[src/logic/opctl_consts.vh]
// Constants for the operator panel run control block
`ifndef OPCTL_CONSTS_VH
`define OPCTL_CONSTS_VH

// Phase codes of the sequencer
`define OPCTL_PH1 2'h0
`define OPCTL_PH2 2'h1
`define OPCTL_PH3 2'h2
`define OPCTL_PH4 2'h3

// Instruction word fields (32-bit word)
`define OPCTL_OP_HI 31
`define OPCTL_OP_LO 27
`define OPCTL_OPTRK_HI 26
`define OPCTL_OPTRK_LO 20
`define OPCTL_NXT_HI 13
`define OPCTL_NXT_LO 1

// Order codes
`define OPCTL_ORD_SENSE 5'h00
`define OPCTL_ORD_INPUT 5'h08

// Write-protect track ranges
`define OPCTL_WP0_LAST 7'h0f
`define OPCTL_WP1_FIRST 7'h10
`define OPCTL_WP1_LAST 7'h1f

// Debounce settle time in microseconds, and in cycles at 100 MHz
`define OPCTL_DEB_US 1000
`define OPCTL_CLK_MHZ 100
`define OPCTL_DEB_CYC (`OPCTL_DEB_US * `OPCTL_CLK_MHZ)

// Drum-speed delay is its own ready input alone; OPCTL_SPIN_MARGIN is not used
`define OPCTL_SPIN_MARGIN 16
`define OPCTL_RESET_WORD 32'h00000000

`endif

[src/logic/opctl_top.v]
// Operator panel run control: run/stop, stepping, manual entry, sense and protect
// Overview of operation
// - Suppress every drum write until the drum-speed delay reports full speed.
// - At drum ready, light the run-button lamp and switch-matching lamps.
// - Running lamp while phases cycle; halted lamp when stopped in phase 1 or 3.
// - When halted, a run press resumes sequencing from the stopped point.
// - With single-step engaged, halt in phase 3 after each instruction.
// - Single-step plus input-setup press loads read-in order 08 into the order flops.
// - Without single-step, input-setup press clears the lower accumulator.
// - Execute-from-accumulator works only in single-step; fetch next from lower acc.
// - Two-word read-in puts first word in upper acc; last stays in lower acc.
// - With single-step and execute-from-accumulator, input end moves lower acc into command register and halts in phase 3 before executing it.
// - Branch lamp follows branch flag; branch button resets the flag.
// - Sense order 00 sets branch flag if operand track bit matches a switch.
// - Protect switches block writes to tracks 0-15 and 16-31 respectively.
// - Single-step input-setup substitutes read-in order; command register unchanged.
// - Next run press executes the read-in order, then halts in phase 1 with read-in still open.
// - In single-step each run press executes, fetches the next, and halts.
// - Phases cycle search, load, operand search, execute; halts at boundaries, and at read-in end in single-step with execute-from-accumulator.
// - Halt order or single-step blocks operand search until a run start.
// - In single-step, block each time a command word is loaded.
`timescale 1ns/1ps
`include "opctl_consts.vh"

module opctl_top #(
    parameter DEB_CYC = `OPCTL_DEB_CYC
) (
    // Clock and reset
    input wire core_clk,
    input wire rst_n,
    // Drum and word-time strobes from the machine
    input wire drum_ready,
    input wire word_end,
    input wire search_hit,
    input wire exec_done,
    input wire halt_order,
    input wire input_end,
    // Momentary panel buttons
    input wire run_button,
    input wire set_input_btn,
    input wire branch_reset_btn,
    // Latching panel switches
    input wire single_step_sw,
    input wire exec_lower_sw,
    input wire [5:0] sense_sw,
    input wire protect_lo_sw,
    input wire protect_hi_sw,
    // Machine data
    input wire [31:0] mem_word,
    input wire [31:0] input_word,
    input wire input_word_valid,
    input wire [6:0] write_track,
    input wire write_req,
    // Sequencer and register outputs
    output reg [1:0] phase_q,
    output reg [31:0] cmd_q,
    output reg [4:0] order_q,
    output reg [31:0] upper_acc_q,
    output reg [31:0] lower_acc_q,
    output reg write_en_q,
    // Lamps
    output reg run_lamp_q,
    output reg running_lamp_q,
    output reg halted_lamp_q,
    output reg branch_lamp_q,
    output reg step_lamp_q,
    output reg exec_lower_lamp_q
);
    reg ready_s1_q, ready_s2_q;
    reg [5:0] ss1_q, ss2_q;
    reg [31:0] sw1_q, sw2_q;
    reg [5:0] sense_sq;
    reg step_q, exl_q, prot_lo_q, prot_hi_q;
    reg blocked_q;
    reg stopped_q;
    reg readin_q;
    reg [1:0] in_words_q;
    reg [12:0] next_addr_q;
    wire run_p, setin_p, brrst_p;
    reg [6:0] wtrk_q;
    reg wreq_q;

    function prot_hit;
        input [6:0] trk;
        input lo;
        input hi;
        begin
            prot_hit = (lo && trk <= `OPCTL_WP0_LAST) ||
                (hi && trk >= `OPCTL_WP1_FIRST && trk <= `OPCTL_WP1_LAST);
        end
    endfunction

    opctl_debounce #(.DEB_CYC(DEB_CYC)) u_run (
        .core_clk(core_clk), .rst_n(rst_n), .btn_raw(run_button), .press_q(run_p));
    opctl_debounce #(.DEB_CYC(DEB_CYC)) u_set (
        .core_clk(core_clk), .rst_n(rst_n), .btn_raw(set_input_btn), .press_q(setin_p));
    opctl_debounce #(.DEB_CYC(DEB_CYC)) u_brr (
        .core_clk(core_clk), .rst_n(rst_n), .btn_raw(branch_reset_btn), .press_q(brrst_p));

    wire drum_ok = ready_s2_q;
    wire at_boundary = word_end && !stopped_q;

    // Drum-ready, sense and switch pins pass two flops; the first stage feeds only the second
    always @(posedge core_clk or negedge rst_n) begin
        if (!rst_n) begin
            ready_s1_q <= 1'b0;
            ready_s2_q <= 1'b0;
            ss1_q <= 6'h0;
            ss2_q <= 6'h0;
            sw1_q <= 32'h0;
            sw2_q <= 32'h0;
        end else begin
            ready_s1_q <= drum_ready;
            ready_s2_q <= ready_s1_q;
            ss1_q <= sense_sw;
            ss2_q <= ss1_q;
            sw1_q <= {28'h0, single_step_sw, exec_lower_sw, protect_lo_sw, protect_hi_sw};
            sw2_q <= sw1_q;
        end
    end

    // Switch levels sampled at every word-end strobe so a flip mid-word has no effect
    always @(posedge core_clk or negedge rst_n) begin
        if (!rst_n) begin
            step_q <= 1'b0;
            exl_q <= 1'b0;
            prot_lo_q <= 1'b1;
            prot_hi_q <= 1'b1;
            sense_sq <= 6'h0;
        end else if (word_end && (at_boundary || stopped_q || blocked_q)) begin
            step_q <= sw2_q[3];
            exl_q <= sw2_q[2];
            prot_lo_q <= sw2_q[1];
            prot_hi_q <= sw2_q[0];
            sense_sq <= ss2_q;
        end
    end

    // Write path runs on registered requests so write_en_q is a flop
    always @(posedge core_clk or negedge rst_n) begin
        if (!rst_n) begin
            wtrk_q <= 7'h0;
            wreq_q <= 1'b0;
            write_en_q <= 1'b0;
        end else begin
            wtrk_q <= write_track;
            wreq_q <= write_req;
            write_en_q <= wreq_q && drum_ok &&
                !prot_hit(wtrk_q, prot_lo_q, prot_hi_q);
        end
    end

    // Phase sequencer with panel control
    always @(posedge core_clk or negedge rst_n) begin
        if (!rst_n) begin
            phase_q <= `OPCTL_PH1;
            cmd_q <= `OPCTL_RESET_WORD;
            order_q <= 5'h0;
            upper_acc_q <= `OPCTL_RESET_WORD;
            lower_acc_q <= `OPCTL_RESET_WORD;
            blocked_q <= 1'b0;
            stopped_q <= 1'b1;
            readin_q <= 1'b0;
            in_words_q <= 2'h0;
            next_addr_q <= 13'h0;
            branch_lamp_q <= 1'b0;
        end else if (drum_ok) begin
            // Manual read-in: newest word lands in lower, older shifts to upper
            if (readin_q && input_word_valid) begin
                upper_acc_q <= lower_acc_q;
                lower_acc_q <= input_word;
                if (in_words_q != 2'h3) begin
                    in_words_q <= in_words_q + 2'h1;
                end
            end
            // A step-mode halt is the blocked state, so input setup is taken there too
            if (setin_p && (stopped_q || blocked_q)) begin
                if (step_q) begin
                    order_q <= `OPCTL_ORD_INPUT;
                    next_addr_q <= cmd_q[`OPCTL_NXT_HI:`OPCTL_NXT_LO];
                    readin_q <= 1'b1;
                    in_words_q <= 2'h0;
                    phase_q <= `OPCTL_PH4;
                end else begin
                    lower_acc_q <= `OPCTL_RESET_WORD;
                end
            end else if (run_p && (stopped_q || blocked_q)) begin
                stopped_q <= 1'b0;
                blocked_q <= 1'b0;
            end else if (readin_q && (input_end || (run_p && !stopped_q))) begin
                readin_q <= 1'b0;
                if (step_q && exl_q) begin
                    cmd_q <= lower_acc_q;
                    order_q <= lower_acc_q[`OPCTL_OP_HI:`OPCTL_OP_LO];
                    phase_q <= `OPCTL_PH3;
                    blocked_q <= 1'b1;
                end else begin
                    phase_q <= `OPCTL_PH1;
                end
            end else if (at_boundary && !blocked_q) begin
                case (phase_q)
                    `OPCTL_PH1: begin
                        if (search_hit) begin
                            phase_q <= `OPCTL_PH2;
                        end
                    end
                    `OPCTL_PH2: begin
                        cmd_q <= mem_word;
                        order_q <= mem_word[`OPCTL_OP_HI:`OPCTL_OP_LO];
                        phase_q <= `OPCTL_PH3;
                        blocked_q <= step_q || halt_order;
                    end
                    `OPCTL_PH3: begin
                        if (search_hit) begin
                            phase_q <= `OPCTL_PH4;
                        end
                    end
                    `OPCTL_PH4: begin
                        if (exec_done) begin
                            if (order_q == `OPCTL_ORD_SENSE &&
                                |(cmd_q[`OPCTL_OPTRK_LO+5:`OPCTL_OPTRK_LO] & sense_sq)) begin
                                branch_lamp_q <= 1'b1;
                            end
                            phase_q <= `OPCTL_PH1;
                            if (readin_q && step_q) begin
                                stopped_q <= 1'b1;
                            end
                        end
                    end
                    default: phase_q <= `OPCTL_PH1;
                endcase
            end
            if (brrst_p) begin
                branch_lamp_q <= 1'b0;
            end
        end
    end

    // Lamps
    always @(posedge core_clk or negedge rst_n) begin
        if (!rst_n) begin
            run_lamp_q <= 1'b0;
            running_lamp_q <= 1'b0;
            halted_lamp_q <= 1'b0;
            step_lamp_q <= 1'b0;
            exec_lower_lamp_q <= 1'b0;
        end else begin
            run_lamp_q <= drum_ok;
            step_lamp_q <= drum_ok && step_q;
            exec_lower_lamp_q <= drum_ok && exl_q;
            running_lamp_q <= drum_ok && !stopped_q && !blocked_q;
            halted_lamp_q <= drum_ok && (stopped_q || blocked_q) &&
                (phase_q == `OPCTL_PH1 || phase_q == `OPCTL_PH3);
        end
    end
endmodule

[src/logic/opctl_debounce.v]
// Button synchroniser and debouncer giving one pulse per press
`timescale 1ns/1ps
`include "opctl_consts.vh"

module opctl_debounce #(
    parameter DEB_CYC = `OPCTL_DEB_CYC
) (
    // Clock and reset
    input wire core_clk,
    input wire rst_n,
    // Raw button and pulse
    input wire btn_raw,
    output reg press_q
);
    reg sync1_q;
    reg sync2_q;
    reg stable_q;
    reg [31:0] cnt_q;

    always @(posedge core_clk or negedge rst_n) begin
        if (!rst_n) begin
            sync1_q <= 1'b0;
            sync2_q <= 1'b0;
            stable_q <= 1'b0;
            cnt_q <= 32'h0;
            press_q <= 1'b0;
        end else begin
            sync1_q <= btn_raw;
            sync2_q <= sync1_q;
            press_q <= 1'b0;
            if (sync2_q == stable_q) begin
                cnt_q <= 32'h0;
            end else if (cnt_q >= DEB_CYC - 1) begin
                // Level held long enough: accept it, pulse only on the press edge
                cnt_q <= 32'h0;
                stable_q <= sync2_q;
                press_q <= sync2_q;
            end else begin
                cnt_q <= cnt_q + 32'h1;
            end
        end
    end
endmodule

[config.mk]
export PLATFORM = sky130hd
export DESIGN_NAME = opctl_top
export DESIGN_NICKNAME = d
export VERILOG_FILES = /design/src/logic/opctl_top.v /design/src/logic/opctl_debounce.v
export VERILOG_INCLUDE_DIRS = /design/src /design/src/logic
export SDC_FILE = /design/constraint.sdc
export NUM_CORES = 1
export LEC_CHECK = 0
export BUFFER_PORTS_ARGS = -buffer_cell sky130_fd_sc_hd__buf_2
export CORE_MARGIN = 10
export CORE_UTILIZATION = 28
export CTS_CLUSTER_SIZE = 16
export DETAILED_ROUTE_END_ITERATION = 16
export PLACE_DENSITY = 0.57
export SYNTH_ARGS = -nofsm -noshare
export SYNTH_HDL_FRONTEND = slang
export SYNTH_SLANG_ARGS = --single-unit
[constraint.sdc]
create_clock -name core_clk -period 4.94 [get_ports core_clk]
set_input_delay 0.741 -clock core_clk [delete_from_list [all_inputs] [get_ports core_clk]]
set_output_delay 0.741 -clock core_clk [all_outputs]
set_load 0.05 [all_outputs]
==> metrics.csv <==
stage;metric;value;unit
run_status;status;finished, final reports clean;
floorplanning;Ports;204;
finish;fin nets;1105;
clock_network;hold_buf cts;0;
run;max-cap violations;0;
synth;Yosys warning total;0;
sta;Setup-failing EPs final;0;
finish;Antenna Cells;0;
placed_design;pre-CTS setup slack;1.870;ns
synth;Post-Synthesis Cells;745;
sta;Hold Vio Cnt, Final;0;
detailed_routing;drt wl/cell;16.27;µm
floorplanning;Die ar.;42460;µm²
sta;fmax;363.4;MHz
floorplanning;chip height;206.1;µm
sta;Final min period;2.752;ns
global_routing;first-pass GRT wire length;37490;µm
sta;fin crit share;0.5570;
synth;Post-Syn Area;9694;µm²
setup_path;Worst setup SP type;register;
detailed_routing;Post-route DRC;0;
setup_path;Worst setup EP type;register;
finish;fillcell total;3456;
synth;Synth top area share;0.6557;
clock_network;Worst-Skew Late Latency;0.54;ns
synth;synth unique cells;48;
floorplanning;core area;34370;µm²
setup_path;CP Max Fanout;35;
finish;most frequent cells in the layout;dfrtp_1 (254), buf_2 (198), nor2_1 (99);
clock_network;CTS max path bufs;3;
clock_network;Clock transition at path regs;0.06;ns
synth;sequential element share of the synthesized area;0.6638;
detailed_routing;Pre-antenna DRT Iters;4;
sta;Final Worst Setup Slack;2.188;ns
synth;FF+latch count, synth;257;
setup_path;crit path kind;register to register;
setup_path;Crit path largest cell delay;0.94;ns
clock_network;CTS H-tree depth;1;
sta;slew margin rel.;0.2685;
global_routing;vias in the first global route;6603;
setup_path;Critical Path AT;3.20;ns
floorplanning;Die Wd;206.1;µm
clock_network;postcts setup bufs;0;
pwr;power density cells;577.2;nW/µm²
setup_path;worst reg2reg setup slack;2.19;ns
global_routing;initial antenna violation count;0;
clock_network;CTS tree;done;
detailed_routing;Routed WL;24120;µm
finish;Area growth syn-to-layout;27.71;%
detailed_routing;Iteration-0 DRC Markers;385;
synth;Synth async-reset ratio;1.000;
setup_path;crit-path cells;nor2b_1 > o2111ai_1 > a21boi_4 > buf_4 > nor2_1 > a21oi_1;
synth;dominant synthesized flop cell;dfrtp_1;
placed_design;hpwl dp;17030;µm
pwr;Leak Pwr;6.066;nW
sta;Slew @ Worst Pin;1.094;ns
setup_path;CP max-delay cell;a21boi_4;
setup_path;CP required;5.39;ns
clock_network;CTS sink count;257;
finish;most common cell after layout, fill and taps aside;dfrtp_1;
clock_network;clk root buf;clkbuf_16;
setup_path;terminus of the critical flop-to-flop path;cmd_q[9]$_DFFE_PN0P_;
clock_network;Post-CTS Resized;0;
setup_path;FF-to-FF Start;u_run.press_q$_DFF_PN0_;
clock_network;TritonCTS Buffers;29;
synth;number of synthesized flops with an enable pin;0;
sta;Min Hold Slack;0.1987;ns
finish;share of layout cells above drive strength 1;0.3038;
floorplanning;Starting Density;0.2820;
detailed_routing;Antenna Nets Post-Route;0;
synth;Area contributors post-synth;dfrtp_1 (66%), mux2_2 (5.2%), nor2_1 (3.9%), mux2i_1 (3.4%), a22o_1 (3.0%);
pwr;Peak VDD IR;0.3353;mV
placed_design;port buffer count;199;
global_routing;gr ovfl total;0;
floorplanning;Site Rows;68;
sta;clock skew;0.01307;ns
placed_design;GP Congestion;0.7774;
setup_path;cell count of the worst reg-to-reg path;6;
sta;max-slew violations;0;
detailed_routing;post-DR vias/cell;4.381;
synth;Syn Area/Cell;13.01;µm²
synth;Yosys top cell by area;dfrtp_1;
global_routing;pin count of the biggest net entering global routing;89;
sta;unrepaired setup endpoints after global routing;false;
sta;post-route setup TNS;0;ns
global_routing;Global Route Usage Sum;0.1096;
worst_hold_path;Hold Path Class;input port to async pin;
detailed_routing;vias;6493;
cell usage after synthesis, types with 2 or more instances:
library cell and n:
dfrtp_1 254, nor2_1 100, mux2_2 45, a22o_1 33, mux2i_1 33, xor2_1 32, a21oi_1 30, nand3_1 25
nand2_1 24, xnor2_1 16, nand4_1 14, clkbuf_1 12, o21ai_0 11, buf_2 10, inv_1 10, nor3_1 9
nor4_1 9, a21o_1 8, and4_1 7, ha_1 7, a31oi_1 6, nor2b_1 6, and2_1 5, a22oi_1 4
and3_1 3, dfstp_2 3, nor3b_1 3, or4_1 3, nand2b_1 2, o2111ai_1 2, o211ai_1 2
metrics by stage:
| step | power [mW] | area [µm²] | cells | utilization |
|---|---|---|---|---|
| 6_report | 7.146 | 12380 | 1482 | 0.3602 |
| 5_1_grt | 7.503 | 12380 | 1482 | 0.3602 |
| 2_1_floorplan | 4.458 | 9859 | 789 | - |
| 3_5_place_dp | 5.168 | 11450 | 1428 | 0.3330 |
| 3_3_place_gp | 5.140 | 11450 | 1428 | 0.3330 |
| 4_1_cts | 7.251 | 12380 | 1482 | 0.3602 |
worst max-delay path: cells and delay by family (launching register included):
| family | cells | cell delay (ns) |
|---|---|---|
| AOI/OAI and AO/OA | 3 | 1.39 |
| buffers and inverters | 1 | 0.44 |
| DFF | 1 | 0.42 |
| and+or+nand+nor | 2 | 0.40 |
per-layer routing:
metal | vias to the layer above | GRT usage | routed length, µm
met5 | - | 0 | 0
met4 | 0 | 0.03232 | 467
met3 | 26 | 0.02508 | 1594
met2 | 170 | 0.1751 | 11260
met1 | 3207 | 0.1454 | 10790
li1 | 3090 | - | -
sequential cells by signal, indices dropped and copies added, names as in the netlist, 3 cells and up:
| register | cells |
|---|---|
| cmd_q | 32 |
| lower_acc_q | 32 |
| order_q | 5 |
| sense_sq | 6 |
| ss1_q | 6 |
| ss2_q | 6 |
| sw1_q | 4 |
| sw2_q | 4 |
| u_brr.cnt_q | 32 |
| u_run.cnt_q | 32 |
| u_set.cnt_q | 32 |
| upper_acc_q | 32 |
| wtrk_q | 3 |
worst max-delay path by stage:
stage	startpoint	to	slack, ns	cells past startpoint
3_3_place_gp	word_end	cmd_q[1]$_DFFE_PN0P_	1.93	6
4_1_cts	u_run.press_q$_DFF_PN0_	cmd_q[9]$_DFFE_PN0P_	2.18	6
2_1_floorplan	input_end	cmd_q[0]$_DFFE_PN0P_	3.00	6
5_1_grt	u_run.press_q$_DFF_PN0_	cmd_q[12]$_DFFE_PN0P_	1.89	6
6_report	u_run.press_q$_DFF_PN0_	cmd_q[9]$_DFFE_PN0P_	2.19	6
3_5_place_dp	word_end	cmd_q[12]$_DFFE_PN0P_	1.87	6
report_power, final:
group / leakage [nW] / switching [mW] / internal, mW
Clock: 0.465 / 0.828 / 1.22
Combinational: 2.38 / 1.73 / 0.574
Sequential: 3.23 / 0.301 / 2.50
Total: 6.07 / 2.86 / 4.29
cell families after synthesis:
group,Yosys count,share of synthesized area
flops,257,0.6638
simple gates,215,0.1058
compound gates,105,0.07602
mux,78,0.08635
xor+xnor,48,0.04337
buf+inv,34,0.01523
fa+ha+maj,7,0.009034
other cells,1,0.0003868
final cells by class:
class	count	area (µm²)	area share
Clock buffer	45	875.8	0.07074
Clock inverter	9	57.56	0.004649
Inverter	10	37.54	0.003032
Multi-Input combinational cell	498	3319	0.2681
Sequential cell	257	6435	0.5198
Tap cell	455	569.3	0.04598
Timing Repair Buffer	208	1086	0.08772
Power figures use the tool's default switching activity.
